--- config.mk ---
export PLATFORM = sky130hd
export DESIGN_NAME = iepsl_slice
export DESIGN_NICKNAME = d
export VERILOG_FILES = /design/src/hdl/iepsl_pkg.sv /design/src/hdl/iepsl_slice.sv
export SDC_FILE = /design/constraint.sdc
export NUM_CORES = 1
export LEC_CHECK = 0
export BUFFER_PORTS_ARGS = -buffer_cell sky130_fd_sc_hd__clkbuf_2
export CAP_MARGIN = 10
export CORE_AREA = 2 2 136 152
export CTS_CLUSTER_DIAMETER = 30
export DETAILED_ROUTE_END_ITERATION = 12
export DIE_AREA = 0 0 138 154
export PLACE_DENSITY = 0.95
export SLEW_MARGIN = 20
export SYNTH_ARGS = -nofsm -noshare
export SYNTH_HDL_FRONTEND = slang
export SYNTH_SLANG_ARGS = --single-unit
--- constraint.sdc ---
create_clock -name hclk -period 6.2 [get_ports hclk]
set_input_delay 0.62 -clock hclk [delete_from_list [all_inputs] [get_ports hclk]]
set_output_delay 0.62 -clock hclk [all_outputs]
set_load 0.01 [all_outputs]
--- src/hdl/iepsl_pkg.sv ---
/*
 * iepsl_pkg: shared constants and types for the interrupt enable and
 * priority slice. Assumes a 32-bit AHB-Lite bus with word transfers only.
 */
package iepsl_pkg;

	// register byte addresses
	localparam logic [7:0] ADDR_ENABLE_BANK3 = 8'h00;
	localparam logic [7:0] ADDR_ENABLE_BANK4 = 8'h04;
	localparam logic [7:0] ADDR_PRIORITY_BASE = 8'h08;
	localparam logic [7:0] ADDR_FLAGS = 8'h1C;
	localparam logic [7:0] ADDR_IRQ_STATUS = 8'h20;
	localparam logic [7:0] ADDR_IRQ_CLEAR = 8'h24;
	localparam logic [7:0] ADDR_IRQ_ENABLE = 8'h28;
	localparam logic [7:0] ADDR_PRIORITY_STRIDE = 8'h04;

	localparam int NUM_PRIO_REGS = 5;
	localparam int NUM_SRC = 25;
	localparam int NUM_EN_SRC = 8;
	localparam int NUM_PRIO_SRC = 17;
	localparam int PRIO_W = 3;

	// implemented bit masks; unimplemented bits store nothing, read zero
	localparam logic [15:0] ENABLE_BANK3_MASK = 16'h4006;
	localparam logic [15:0] ENABLE_BANK4_MASK = 16'h210E;
	localparam logic [15:0] ENABLE_RESET = 16'h0000;
	localparam logic [15:0] PRIO_MASK_0 = 16'h7777;
	localparam logic [15:0] PRIO_MASK_1 = 16'h7770;
	localparam logic [15:0] PRIO_MASK_2 = 16'h7777;
	localparam logic [15:0] PRIO_MASK_3 = 16'h0077;
	localparam logic [15:0] PRIO_MASK_4 = 16'h7777;
	// every field resets to 3'b100
	localparam logic [15:0] PRIO_RESET_ALL = 16'h4444;
	localparam logic [2:0] PRIO_OFF = 3'h0;

	// enable bit positions
	localparam int BIT_CALENDAR = 14;
	localparam int BIT_I2C2_MASTER = 2;
	localparam int BIT_I2C2_SLAVE = 1;
	localparam int BIT_CHARGE_TIME = 13;
	localparam int BIT_LOW_VOLTAGE = 8;
	localparam int BIT_CHECKSUM = 3;
	localparam int BIT_UART2_ERR = 2;
	localparam int BIT_UART1_ERR = 1;

	// priority field low bit positions
	localparam int FLD_HI = 12;
	localparam int FLD_MID = 8;
	localparam int FLD_LO = 4;
	localparam int FLD_BOT = 0;

	// source indexes: enable-slice sources first, then priority-slice
	localparam int SRC_CALENDAR = 0;
	localparam int SRC_I2C2_MASTER = 1;
	localparam int SRC_I2C2_SLAVE = 2;
	localparam int SRC_CHARGE_TIME = 3;
	localparam int SRC_LOW_VOLTAGE = 4;
	localparam int SRC_CHECKSUM = 5;
	localparam int SRC_UART2_ERR = 6;
	localparam int SRC_UART1_ERR = 7;

	localparam logic [1:0] HTRANS_NONSEQ = 2'h2;

	typedef enum logic [1:0] {
		BUS_IDLE = 2'b01,
		BUS_READ_WAIT = 2'b10
	} iepsl_bus_state_t;

	typedef struct packed {
		logic valid;
		logic write;
		logic [7:0] addr;
	} iepsl_addr_phase_t;

	typedef struct packed {
		logic valid;
		logic [2:0] prio;
	} iepsl_request_t;

endpackage : iepsl_pkg

--- src/hdl/iepsl_slice.sv ---
/*
 * iepsl_slice: interrupt enable and priority slice with AHB-Lite register
 * access, sticky source flags, request forwarding and an event interrupt.
 * Assumes one AHB-Lite master, word-sized single transfers, and peripheral
 * flag-set pulses synchronous to hclk. Enables and priorities held outside
 * this slice arrive as plain inputs.
 */
// Behaviour
// enable bank 3 bit 14 is the writable calendar clock enable
// enable bank 3 bit 2 second I2C master, bit 1 second I2C slave
// enable bank 4 bit 13 charge-time unit, bit 8 low-voltage detect
// enable bank 4 bit 3 checksum, bit 2 second UART, bit 1 first UART error
// enable one passes a source's request, zero blocks it; all clear at reset
// three-bit priority: 7 highest down to 1, zero disables the source
// every priority field resets to 100, priority four
// unimplemented bits read zero and ignore writes
// priority bank 0: timer1 14-12, compare1 10-8, capture1 6-4, ext irq0 2-0
// priority bank 1: timer2 14-12, compare2 10-8, capture2 6-4, low nibble unused
// priority bank 2: uart1 rx 14-12, spi1 event 10-8, spi1 fault 6-4, timer3 2-0
// priority bank 3: adc done 6-4, uart1 tx 2-0, bits 15-7 unused
// priority bank 4: pin change 14-12, comparator 10-8, i2c1 master 6-4, slave 2-0
// a source flag reads one once its request occurred, zero otherwise
// forward request only when flagged, enabled, nonzero priority, tagged with priority
module iepsl_slice (
	// clock and reset
	input wire logic hclk,
	input wire logic hresetn,
	// ahb-lite slave
	input wire logic hsel,
	input wire logic [31:0] haddr,
	input wire logic [1:0] htrans,
	input wire logic hwrite,
	input wire logic [2:0] hsize,
	input wire logic [31:0] hwdata,
	input wire logic hready,
	output logic [31:0] hrdata,
	output logic hreadyout,
	output logic hresp,
	// peripheral sources
	input wire logic [iepsl_pkg::NUM_SRC-1:0] src_flag_set,
	input wire logic [iepsl_pkg::NUM_PRIO_SRC-1:0] ext_enable,
	input wire logic [iepsl_pkg::NUM_EN_SRC*iepsl_pkg::PRIO_W-1:0] ext_priority,
	// core arbitration
	output iepsl_pkg::iepsl_request_t [iepsl_pkg::NUM_SRC-1:0] core_request,
	// interrupt
	output logic irq
);

	iepsl_pkg::iepsl_bus_state_t state_q;
	iepsl_pkg::iepsl_addr_phase_t aphase_q;
	logic [15:0] enable_bank3_q;
	logic [15:0] enable_bank4_q;
	logic [15:0] prio_q [iepsl_pkg::NUM_PRIO_REGS];
	logic [15:0] prio_mask [iepsl_pkg::NUM_PRIO_REGS];
	logic [iepsl_pkg::NUM_SRC-1:0] flag_q;
	logic [iepsl_pkg::NUM_SRC-1:0] irq_status_q;
	logic [iepsl_pkg::NUM_SRC-1:0] irq_enable_q;
	logic [iepsl_pkg::NUM_SRC-1:0] req_q;
	logic [iepsl_pkg::NUM_SRC-1:0] req_d;
	logic [iepsl_pkg::NUM_SRC-1:0] src_enable;
	logic [iepsl_pkg::PRIO_W-1:0] src_prio [iepsl_pkg::NUM_SRC];
	logic [31:0] hrdata_q;
	logic [31:0] rdata_d;
	logic hreadyout_q;
	logic hresp_q;
	logic irq_q;
	logic addr_take;
	logic wr_commit;
	logic [iepsl_pkg::NUM_SRC-1:0] flag_clr;
	logic [iepsl_pkg::NUM_SRC-1:0] status_clr;

	assign prio_mask[0] = iepsl_pkg::PRIO_MASK_0;
	assign prio_mask[1] = iepsl_pkg::PRIO_MASK_1;
	assign prio_mask[2] = iepsl_pkg::PRIO_MASK_2;
	assign prio_mask[3] = iepsl_pkg::PRIO_MASK_3;
	assign prio_mask[4] = iepsl_pkg::PRIO_MASK_4;

	// bus handshake
	assign addr_take = hsel && hready && (htrans == iepsl_pkg::HTRANS_NONSEQ);
	assign wr_commit = aphase_q.valid && aphase_q.write;

	always_ff @(posedge hclk or negedge hresetn)
	begin
		if (!hresetn)
		begin
			aphase_q <= '0;
		end
		else if (hready)
		begin
			aphase_q.valid <= addr_take;
			aphase_q.write <= hwrite;
			aphase_q.addr <= haddr[7:0];
		end
	end

	// reads take one wait state so the read mux always sees committed writes
	always_ff @(posedge hclk or negedge hresetn)
	begin
		if (!hresetn)
		begin
			state_q <= iepsl_pkg::BUS_IDLE;
			hreadyout_q <= 1'b1;
		end
		else
		begin
			unique case (state_q)
				iepsl_pkg::BUS_IDLE:
				begin
					if (addr_take && !hwrite)
					begin
						state_q <= iepsl_pkg::BUS_READ_WAIT;
						hreadyout_q <= 1'b0;
					end
				end
				iepsl_pkg::BUS_READ_WAIT:
				begin
					state_q <= iepsl_pkg::BUS_IDLE;
					hreadyout_q <= 1'b1;
				end
			endcase
		end
	end

	// the slave never errors
	always_ff @(posedge hclk or negedge hresetn)
	begin
		if (!hresetn)
		begin
			hresp_q <= 1'b0;
		end
		else
		begin
			hresp_q <= 1'b0;
		end
	end

	// read mux; stored values are already masked
	always_comb
	begin
		rdata_d = '0;
		unique case (aphase_q.addr)
			iepsl_pkg::ADDR_ENABLE_BANK3: rdata_d[15:0] = enable_bank3_q;
			iepsl_pkg::ADDR_ENABLE_BANK4: rdata_d[15:0] = enable_bank4_q;
			iepsl_pkg::ADDR_PRIORITY_BASE: rdata_d[15:0] = prio_q[0];
			iepsl_pkg::ADDR_PRIORITY_BASE + iepsl_pkg::ADDR_PRIORITY_STRIDE:
				rdata_d[15:0] = prio_q[1];
			iepsl_pkg::ADDR_PRIORITY_BASE + 2 * iepsl_pkg::ADDR_PRIORITY_STRIDE:
				rdata_d[15:0] = prio_q[2];
			iepsl_pkg::ADDR_PRIORITY_BASE + 3 * iepsl_pkg::ADDR_PRIORITY_STRIDE:
				rdata_d[15:0] = prio_q[3];
			iepsl_pkg::ADDR_PRIORITY_BASE + 4 * iepsl_pkg::ADDR_PRIORITY_STRIDE:
				rdata_d[15:0] = prio_q[4];
			iepsl_pkg::ADDR_FLAGS: rdata_d[iepsl_pkg::NUM_SRC-1:0] = flag_q;
			iepsl_pkg::ADDR_IRQ_STATUS: rdata_d[iepsl_pkg::NUM_SRC-1:0] = irq_status_q;
			iepsl_pkg::ADDR_IRQ_ENABLE: rdata_d[iepsl_pkg::NUM_SRC-1:0] = irq_enable_q;
			default: rdata_d = '0;
		endcase
	end

	always_ff @(posedge hclk or negedge hresetn)
	begin
		if (!hresetn)
		begin
			hrdata_q <= '0;
		end
		else if (state_q == iepsl_pkg::BUS_READ_WAIT)
		begin
			hrdata_q <= rdata_d;
		end
	end

	// enable registers, cleared at reset
	always_ff @(posedge hclk or negedge hresetn)
	begin
		if (!hresetn)
		begin
			enable_bank3_q <= iepsl_pkg::ENABLE_RESET;
			enable_bank4_q <= iepsl_pkg::ENABLE_RESET;
		end
		else if (wr_commit)
		begin
			if (aphase_q.addr == iepsl_pkg::ADDR_ENABLE_BANK3)
			begin
				enable_bank3_q <= hwdata[15:0] & iepsl_pkg::ENABLE_BANK3_MASK;
			end
			if (aphase_q.addr == iepsl_pkg::ADDR_ENABLE_BANK4)
			begin
				enable_bank4_q <= hwdata[15:0] & iepsl_pkg::ENABLE_BANK4_MASK;
			end
		end
	end

	// priority registers
	always_ff @(posedge hclk or negedge hresetn)
	begin
		if (!hresetn)
		begin
			prio_q[0] <= iepsl_pkg::PRIO_RESET_ALL & iepsl_pkg::PRIO_MASK_0;
			prio_q[1] <= iepsl_pkg::PRIO_RESET_ALL & iepsl_pkg::PRIO_MASK_1;
			prio_q[2] <= iepsl_pkg::PRIO_RESET_ALL & iepsl_pkg::PRIO_MASK_2;
			prio_q[3] <= iepsl_pkg::PRIO_RESET_ALL & iepsl_pkg::PRIO_MASK_3;
			prio_q[4] <= iepsl_pkg::PRIO_RESET_ALL & iepsl_pkg::PRIO_MASK_4;
		end
		else if (wr_commit)
		begin
			for (int r = 0; r < iepsl_pkg::NUM_PRIO_REGS; r++)
			begin
				if (aphase_q.addr == iepsl_pkg::ADDR_PRIORITY_BASE
					+ 8'(r) * iepsl_pkg::ADDR_PRIORITY_STRIDE)
				begin
					prio_q[r] <= hwdata[15:0] & prio_mask[r];
				end
			end
		end
	end

	// write-one-to-clear strobes
	assign flag_clr = (wr_commit && aphase_q.addr == iepsl_pkg::ADDR_FLAGS) ?
		hwdata[iepsl_pkg::NUM_SRC-1:0] : '0;
	assign status_clr = (wr_commit && aphase_q.addr == iepsl_pkg::ADDR_IRQ_CLEAR) ?
		hwdata[iepsl_pkg::NUM_SRC-1:0] : '0;

	// sticky flags; a set in the clearing cycle wins
	always_ff @(posedge hclk or negedge hresetn)
	begin
		if (!hresetn)
		begin
			flag_q <= '0;
		end
		else
		begin
			flag_q <= (flag_q & ~flag_clr) | src_flag_set;
		end
	end

	// enables and priorities per source
	assign src_enable[iepsl_pkg::SRC_CALENDAR] = enable_bank3_q[iepsl_pkg::BIT_CALENDAR];
	assign src_enable[iepsl_pkg::SRC_I2C2_MASTER] =
		enable_bank3_q[iepsl_pkg::BIT_I2C2_MASTER];
	assign src_enable[iepsl_pkg::SRC_I2C2_SLAVE] =
		enable_bank3_q[iepsl_pkg::BIT_I2C2_SLAVE];
	assign src_enable[iepsl_pkg::SRC_CHARGE_TIME] =
		enable_bank4_q[iepsl_pkg::BIT_CHARGE_TIME];
	assign src_enable[iepsl_pkg::SRC_LOW_VOLTAGE] =
		enable_bank4_q[iepsl_pkg::BIT_LOW_VOLTAGE];
	assign src_enable[iepsl_pkg::SRC_CHECKSUM] = enable_bank4_q[iepsl_pkg::BIT_CHECKSUM];
	assign src_enable[iepsl_pkg::SRC_UART2_ERR] = enable_bank4_q[iepsl_pkg::BIT_UART2_ERR];
	assign src_enable[iepsl_pkg::SRC_UART1_ERR] = enable_bank4_q[iepsl_pkg::BIT_UART1_ERR];
	assign src_enable[iepsl_pkg::NUM_SRC-1:iepsl_pkg::NUM_EN_SRC] = ext_enable;

	// priorities of enable-slice sources live in other banks
	for (genvar e = 0; e < iepsl_pkg::NUM_EN_SRC; e++)
	begin : g_ext_prio
		assign src_prio[e] = ext_priority[e*iepsl_pkg::PRIO_W +: iepsl_pkg::PRIO_W];
	end

	// bank 0: timer1, compare1, capture1, ext irq0
	assign src_prio[8] = prio_q[0][iepsl_pkg::FLD_HI +: iepsl_pkg::PRIO_W];
	assign src_prio[9] = prio_q[0][iepsl_pkg::FLD_MID +: iepsl_pkg::PRIO_W];
	assign src_prio[10] = prio_q[0][iepsl_pkg::FLD_LO +: iepsl_pkg::PRIO_W];
	assign src_prio[11] = prio_q[0][iepsl_pkg::FLD_BOT +: iepsl_pkg::PRIO_W];
	// bank 1: timer2, compare2, capture2
	assign src_prio[12] = prio_q[1][iepsl_pkg::FLD_HI +: iepsl_pkg::PRIO_W];
	assign src_prio[13] = prio_q[1][iepsl_pkg::FLD_MID +: iepsl_pkg::PRIO_W];
	assign src_prio[14] = prio_q[1][iepsl_pkg::FLD_LO +: iepsl_pkg::PRIO_W];
	// bank 2: uart1 rx, spi1 event, spi1 fault, timer3
	assign src_prio[15] = prio_q[2][iepsl_pkg::FLD_HI +: iepsl_pkg::PRIO_W];
	assign src_prio[16] = prio_q[2][iepsl_pkg::FLD_MID +: iepsl_pkg::PRIO_W];
	assign src_prio[17] = prio_q[2][iepsl_pkg::FLD_LO +: iepsl_pkg::PRIO_W];
	assign src_prio[18] = prio_q[2][iepsl_pkg::FLD_BOT +: iepsl_pkg::PRIO_W];
	// bank 3: adc done, uart1 tx
	assign src_prio[19] = prio_q[3][iepsl_pkg::FLD_LO +: iepsl_pkg::PRIO_W];
	assign src_prio[20] = prio_q[3][iepsl_pkg::FLD_BOT +: iepsl_pkg::PRIO_W];
	// bank 4: pin change, comparator, i2c1 master, i2c1 slave
	assign src_prio[21] = prio_q[4][iepsl_pkg::FLD_HI +: iepsl_pkg::PRIO_W];
	assign src_prio[22] = prio_q[4][iepsl_pkg::FLD_MID +: iepsl_pkg::PRIO_W];
	assign src_prio[23] = prio_q[4][iepsl_pkg::FLD_LO +: iepsl_pkg::PRIO_W];
	assign src_prio[24] = prio_q[4][iepsl_pkg::FLD_BOT +: iepsl_pkg::PRIO_W];

	// request gating per source
	for (genvar s = 0; s < iepsl_pkg::NUM_SRC; s++)
	begin : g_req
		// zero priority disables the source even when enabled
		assign req_d[s] = flag_q[s] && src_enable[s]
			&& (src_prio[s] != iepsl_pkg::PRIO_OFF);
	end

	// one process owns the whole request output; tag is zero when idle
	always_ff @(posedge hclk or negedge hresetn)
	begin
		if (!hresetn)
		begin
			core_request <= '0;
		end
		else
		begin
			for (int s = 0; s < iepsl_pkg::NUM_SRC; s++)
			begin
				core_request[s].valid <= req_d[s];
				core_request[s].prio <= req_d[s] ? src_prio[s] : iepsl_pkg::PRIO_OFF;
			end
		end
	end

	always_ff @(posedge hclk or negedge hresetn)
	begin
		if (!hresetn)
		begin
			req_q <= '0;
		end
		else
		begin
			req_q <= req_d;
		end
	end

	// event status: a newly forwarded request; set wins over clear
	always_ff @(posedge hclk or negedge hresetn)
	begin
		if (!hresetn)
		begin
			irq_status_q <= '0;
		end
		else
		begin
			irq_status_q <= (irq_status_q & ~status_clr) | (req_d & ~req_q);
		end
	end

	always_ff @(posedge hclk or negedge hresetn)
	begin
		if (!hresetn)
		begin
			irq_enable_q <= '0;
		end
		else if (wr_commit && aphase_q.addr == iepsl_pkg::ADDR_IRQ_ENABLE)
		begin
			irq_enable_q <= hwdata[iepsl_pkg::NUM_SRC-1:0];
		end
	end

	// one cycle behind status so the output stays a plain flop
	always_ff @(posedge hclk or negedge hresetn)
	begin
		if (!hresetn)
		begin
			irq_q <= 1'b0;
		end
		else
		begin
			irq_q <= |(irq_status_q & irq_enable_q);
		end
	end

	assign hrdata = hrdata_q;
	assign hreadyout = hreadyout_q;
	assign hresp = hresp_q;
	assign irq = irq_q;

endmodule : iepsl_slice

# ---- Word-level counts from Yosys, hierarchy flattened
# Cells that the tools add are included.
dict set report totals {
  regBits 298
  in_bits 140
  out_inout_bits 135
  wordCells 216
}
dict set report classes {
  n_eq_ne 14
  muxes 33
  bitwise 9
  n_reduce_logical 92
}
# operator count
set ops {}
lappend ops {{$pmux 16 s10} 1}
lappend ops {{$and 25x25->25} 4}
lappend ops {{$mux 3} 25}
lappend ops {{$not 25->25} 3}
lappend ops {{$reduce_bool 3->1} 25}
lappend ops {{$logic_and 1x1->1} 57}
lappend ops {{$mux 25} 2}
lappend ops {{$or 25x25->25} 2}
lappend ops {{$eq 8x5->1 const B} 4}
lappend ops {{$pmux 9 s3} 1}
lappend ops {{$reduce_or 25->1} 1}
lappend ops {{$eq 8x6->1 const B} 3}
lappend ops {{$eq 8x4->1 const B} 2}
lappend ops {{$reduce_and 2->1} 7}
lappend ops {{$eq 8x3->1 const B} 1}
lappend ops {{$logic_not 8->1} 1}
lappend ops {{$eq 2x2->1 const B} 2}
lappend ops {{$pmux 2 s2} 1}
lappend ops {{$eq 2x1->1 const B} 1}
lappend ops {{$mux 2} 1}
lappend ops {{$ne 2x2->1 const B} 1}
lappend ops {{$pmux 1 s2} 1}
lappend ops {{$logic_not 1->1} 1}
lappend ops {{$mux 1} 1}

# ---- Depth between registers and ports, before layout
dict set report depth {
  depth_word 6
  depth_mapped 8
}

# ---- Worst setup path before layout
# No wires, ideal clock.
dict set report synth_path {
  kind {reg2reg}
  from {register aphase_q[4] in the netlist's numbering}
  to {register irq_enable_q[10] in the netlist's numbering}
  t_arrival_ps 1970
  required_ps 6075
  slack_ps 4105
  stages_incl_launch_ff 7
  path_buffers 3
  period_less_slack_ps 2095
  cell_sequence {dfrtp_1 > buf_6 > or4b_1 > buf_6 > nor3_4 > buf_6 > mux2_4}
}
dict set report synth_via {
  elab_chain_len 2
}
# item line_no
set synth_rtl {}
lappend synth_rtl {{start, declared} iepsl_slice.sv:50} ;# iepsl_pkg::iepsl_addr_phase_t aphase_q;
lappend synth_rtl {{$eq 8x6->1} iepsl_slice.sv:336} ;# else if (wr_commit && aphase_q.addr == iepsl_pkg::ADDR_IRQ_ENABLE)
lappend synth_rtl {{$logic_and 1x1->1} iepsl_slice.sv:336}
lappend synth_rtl {{end signal, assigned} iepsl_slice.sv:338} ;# irq_enable_q <= hwdata[iepsl_pkg::NUM_SRC-1:0];
lappend synth_rtl {{end, declared} iepsl_slice.sv:57} ;# logic [iepsl_pkg::NUM_SRC-1:0] irq_enable_q;
# Every way passes these cells.
# A chain may end at the register's enable or synchronous reset.

# ---- Worst setup path after layout
dict set report layout_path {
  from {register aphase_q[4] in the netlist's numbering}
  to {register irq_enable_q[0] in the netlist's numbering}
}
# Same word-level chain as after synthesis.

==> results.py <==
metrics = {
    "floorplan": {
        "die-area_mm2": 0.0213,
        "initial_utilization_pct": 57.5,
        "die_h_um": 154,
        "rows": 54,
        "die_x_um": 138,
        "core_mm2": 0.0196,
        "io_pins": 275,
    },
    "route": {
        "avgViaCountPerCell": 6.47,
        "remaining_drc_errors": 0,
        "wirelength_um": 35700,
        "dr.first_iter.drc_count": 1022,
        "ant_nets": 0,
        "wire_per_inst_um": 25.4,
        "vias": 9093,
        "first_pass_iters": 7,
    },
    "clocking": {
        "cts_buffers": 44,
        "htreeDepth": 2,
        "cts_hold_buf": 0,
        "cts_root_buf": "clkbuf_16",
        "post_cts_resized": 0,
        "cts.sinks": 272,
        "cts_tree": "built",
        "clk_pin_slew_worst_paths_ns": 0.05,
        "post-cts-setup-buffers": 0,
        "clk_latency_ns": 0.53,
        "cts_buffer_depth": 3,
    },
    "critical_path": {
        "worst_setup_path_end_kind": "register",
        "critical_path_peak_fanout": 22,
        "critPathSlowestCell": "or4b_1",
        "crit_chain": "or4b_1, nor3_4, buf_4, mux2_2",
        "cp.required_ns": 6.62,
        "arrival_ns": 3.61,
        "start_kind": "register",
        "max_stage_delay_ns": 1.07,
        "worstSetupPathType": "register to register",
    },
    "grt": {
        "globalRouteOverflowTotal": 0,
        "track_usage_pct": 33.2,
        "grt_pass1_vias": 9396,
        "grt_max_degree": 186,
        "antenna_found_initial": 0,
        "grt_pass1_wl_um": 54300,
    },
    "sta": {
        "slew_headroom_pct": 22.5,
        "finalSetupViolCount": 0,
        "totalNegativeSetupSlack_ns": 0,
        "tightest_slew_ns": 1.15,
        "grt_setup_unrepaired": "no",
        "timing.final.crit_share_pct": 51.6,
        "final_max_slew_viol_count": 0,
        "fin_crit_ns": 3.20,
        "hold_violations": 0,
        "skew_ns": 0.0193,
        "fmax_mhz": 313,
    },
    "synth": {
        "synthDistinctLibCells": 54,
        "synth_xor_area_share_pct": 0,
        "synth_seq_cells": 272,
        "synth_largest_area_cell": "dfrtp_1",
        "async_flop_share_pct": 100,
        "synth_compound_area_share_pct": 13.4,
        "yosys_warnings": 0,
        "synthTopCellsByArea": "dfrtp_1, mux2_2, dfstp_2",
        "synthAdderAreaFrac_pct": 0,
        "syn_area_mm2": 0.0113,
        "post_synth.cell_area_avg_um2": 12.9,
        "synth_top_family_by_area": "compound AO/OA/AOI/OAI gates",
        "synth-main-ff-cell": "dfrtp_1",
        "ys_seq_area_share_pct": 60.6,
        "synth_mux_area_share_pct": 11.8,
        "synth_top_area_share_pct": 56.4,
        "synth-edff-count": 0,
        "synth_simple_gate_area_share_pct": 10.8,
        "syn_inst": 871,
    },
    "finish": {
        "syn_to_final_growth_pct": 25.9,
        "finish.utilization_pct": 72.4,
        "nNetsFinal": 1259,
        "fill_cells": 1252,
        "insertedDiodeCount": 0,
        "drive_above_1_share_pct": 38.2,
    },
    "placed_design": {
        "dp_hpwl_um": 23800,
        "port_buffers": 232,
        "gp_congestion": 0.988,
    },
    "flow_run": {
        "cap_violations": 0,
    },
    "outcome": {
        "status": "finished clean",
    },
    "power": {
        "peakVddDrop_uv": 223,
        "power_per_cell_area_mw_per_mm2": 354,
        "p_leak_nw": 7.16,
    },
    "min_path": {
        "hold_class": "input pin to async pin",
    },
}
-- synthesized netlist by cell type (2+ instances only) --
cell type and instances:
o2bb2ai_1 2, a221oi_1 7, a21oi_1 9, mux2_1 9, a211oi_1 4, o22a_1 2
buf_2 11, a22oi_1 32, a22o_1 47, or4_1 2, dfstp_2 18, nor2b_1 5
nor2_4 3, a32oi_1 2, nor3_4 3, nor3_1 6, o311a_1 25, mux2_4 20
nand2_1 78, o21ai_0 28, buf_4 12, dfrtp_1 254, nor2_1 15, or4b_1 4
clkbuf_1 17, a222oi_1 4, mux2_2 73, o22ai_1 3, mux2i_1 11, nand3_1 3
a31oi_1 2, nand4_1 3, nor2_2 5, inv_1 28, buf_6 5, and3_1 75
nor4_1 3, a21o_1 25
-- metal layers --
layer	part of all wire (%)	global-route usage (%)	vias to the layer above
met2	48	53.8	664
met1	38	42.7	4538
met5	0	0	-
li1	-	-	3729
met3	9.4	7.47	162
met4	5.2	16.2	0
-- cell families after synthesis --
group / Yosys count
AND/OR/NAND/NOR: 217
AO/OA/AOI/OAI: 195
other: 1
buffers and inverters: 73
multiplexers: 113
flip-flops: 272
-- placed cells by master (no fill, tap or decap), drive strengths merged, types with 11 or more instances in the layout --
cell type,instances
mux2,102
nand2,78
clkbuf,294
dfrtp,254
o21ai,28
a21o,25
mux2i,11
dfstp,18
nor2,23
o311a,25
inv,29
a22oi,32
a22o,47
and3,75
-- critical path: cells and delay by family, from the launching register on --
kind          cells  cell delay, ns
buf+inv           1            0.48
flops             1            0.67
mux               1            0.39
simple gates      2            1.53
-- final cells by class --
| class | instances | area [um2] | area share [%] |
|---|---|---|---|
| Timing Repair Buffer | 240 | 1240 | 8.77 |
| Clock inverter | 18 | 294 | 2.07 |
| Inverter | 28 | 105 | 0.741 |
| Clock buffer | 63 | 1290 | 9.13 |
| Tap cell | 252 | 315 | 2.22 |
| Sequential cell | 272 | 6830 | 48.1 |
| Multi-Input combinational cell | 533 | 4110 | 28.9 |
-- per-stage QoR --
stage	setup WS [ns]	hold WS [ns]	instance area, um2	total power [W]	cells
2_1_floorplan	4.10	0.324	11300	0.00220	878
3_3_place_gp	3.09	0.464	12600	0.00240	1325
3_5_place_dp	3.07	0.473	12600	0.00242	1325
4_1_cts	3.06	0.123	14200	0.00501	1406
5_1_grt	2.96	0.148	14200	0.00514	1406
6_report	3.00	0.102	14200	0.00502	1406
-- registers in the layout, summed over array words and instances (netlist names) --
name,flops
irq_status_q,25
prio_q,51
irq_enable_q,25
core_request,76
flag_q,25
aphase_q,10
state_q,2
enable_bank4_q,5
irq,1
hrdata,25
req_q,24
enable_bank3_q,3
-- worst paths after layout --
check                                   startpoint                     endpoint  slack, ns  cells after the start
max                        aphase_q[4]$_DFFE_PN0P_  irq_enable_q[0]$_DFFE_PN0P_       3.00                      4
min                                        hresetn      aphase_q[3]$_DFFE_PN0P_       0.10                      1
max reg2reg                aphase_q[4]$_DFFE_PN0P_  irq_enable_q[0]$_DFFE_PN0P_       3.00                      4
min reg2reg                  hrdata[3]$_DFFE_PN0P_        hrdata[3]$_DFFE_PN0P_       0.50                      2
max in group asynchronous                  hresetn  irq_enable_q[8]$_DFFE_PN0P_       4.64                      2
min in group hclk                  src_flag_set[1]          flag_q[1]$_DFF_PN0_       0.27                      2
-- where the power goes --
part,switching (W),leakage [nW],total (W),internal [W]
Clock,0.000849,0.777,0.00259,0.00174
Sequential,0.000161,3.54,0.00205,0.00189
Combinational,0.000221,2.84,0.000374,0.000153
Total,0.00123,7.16,0.00502,0.00379
Note: power is estimated with default switching activity, not from simulation.
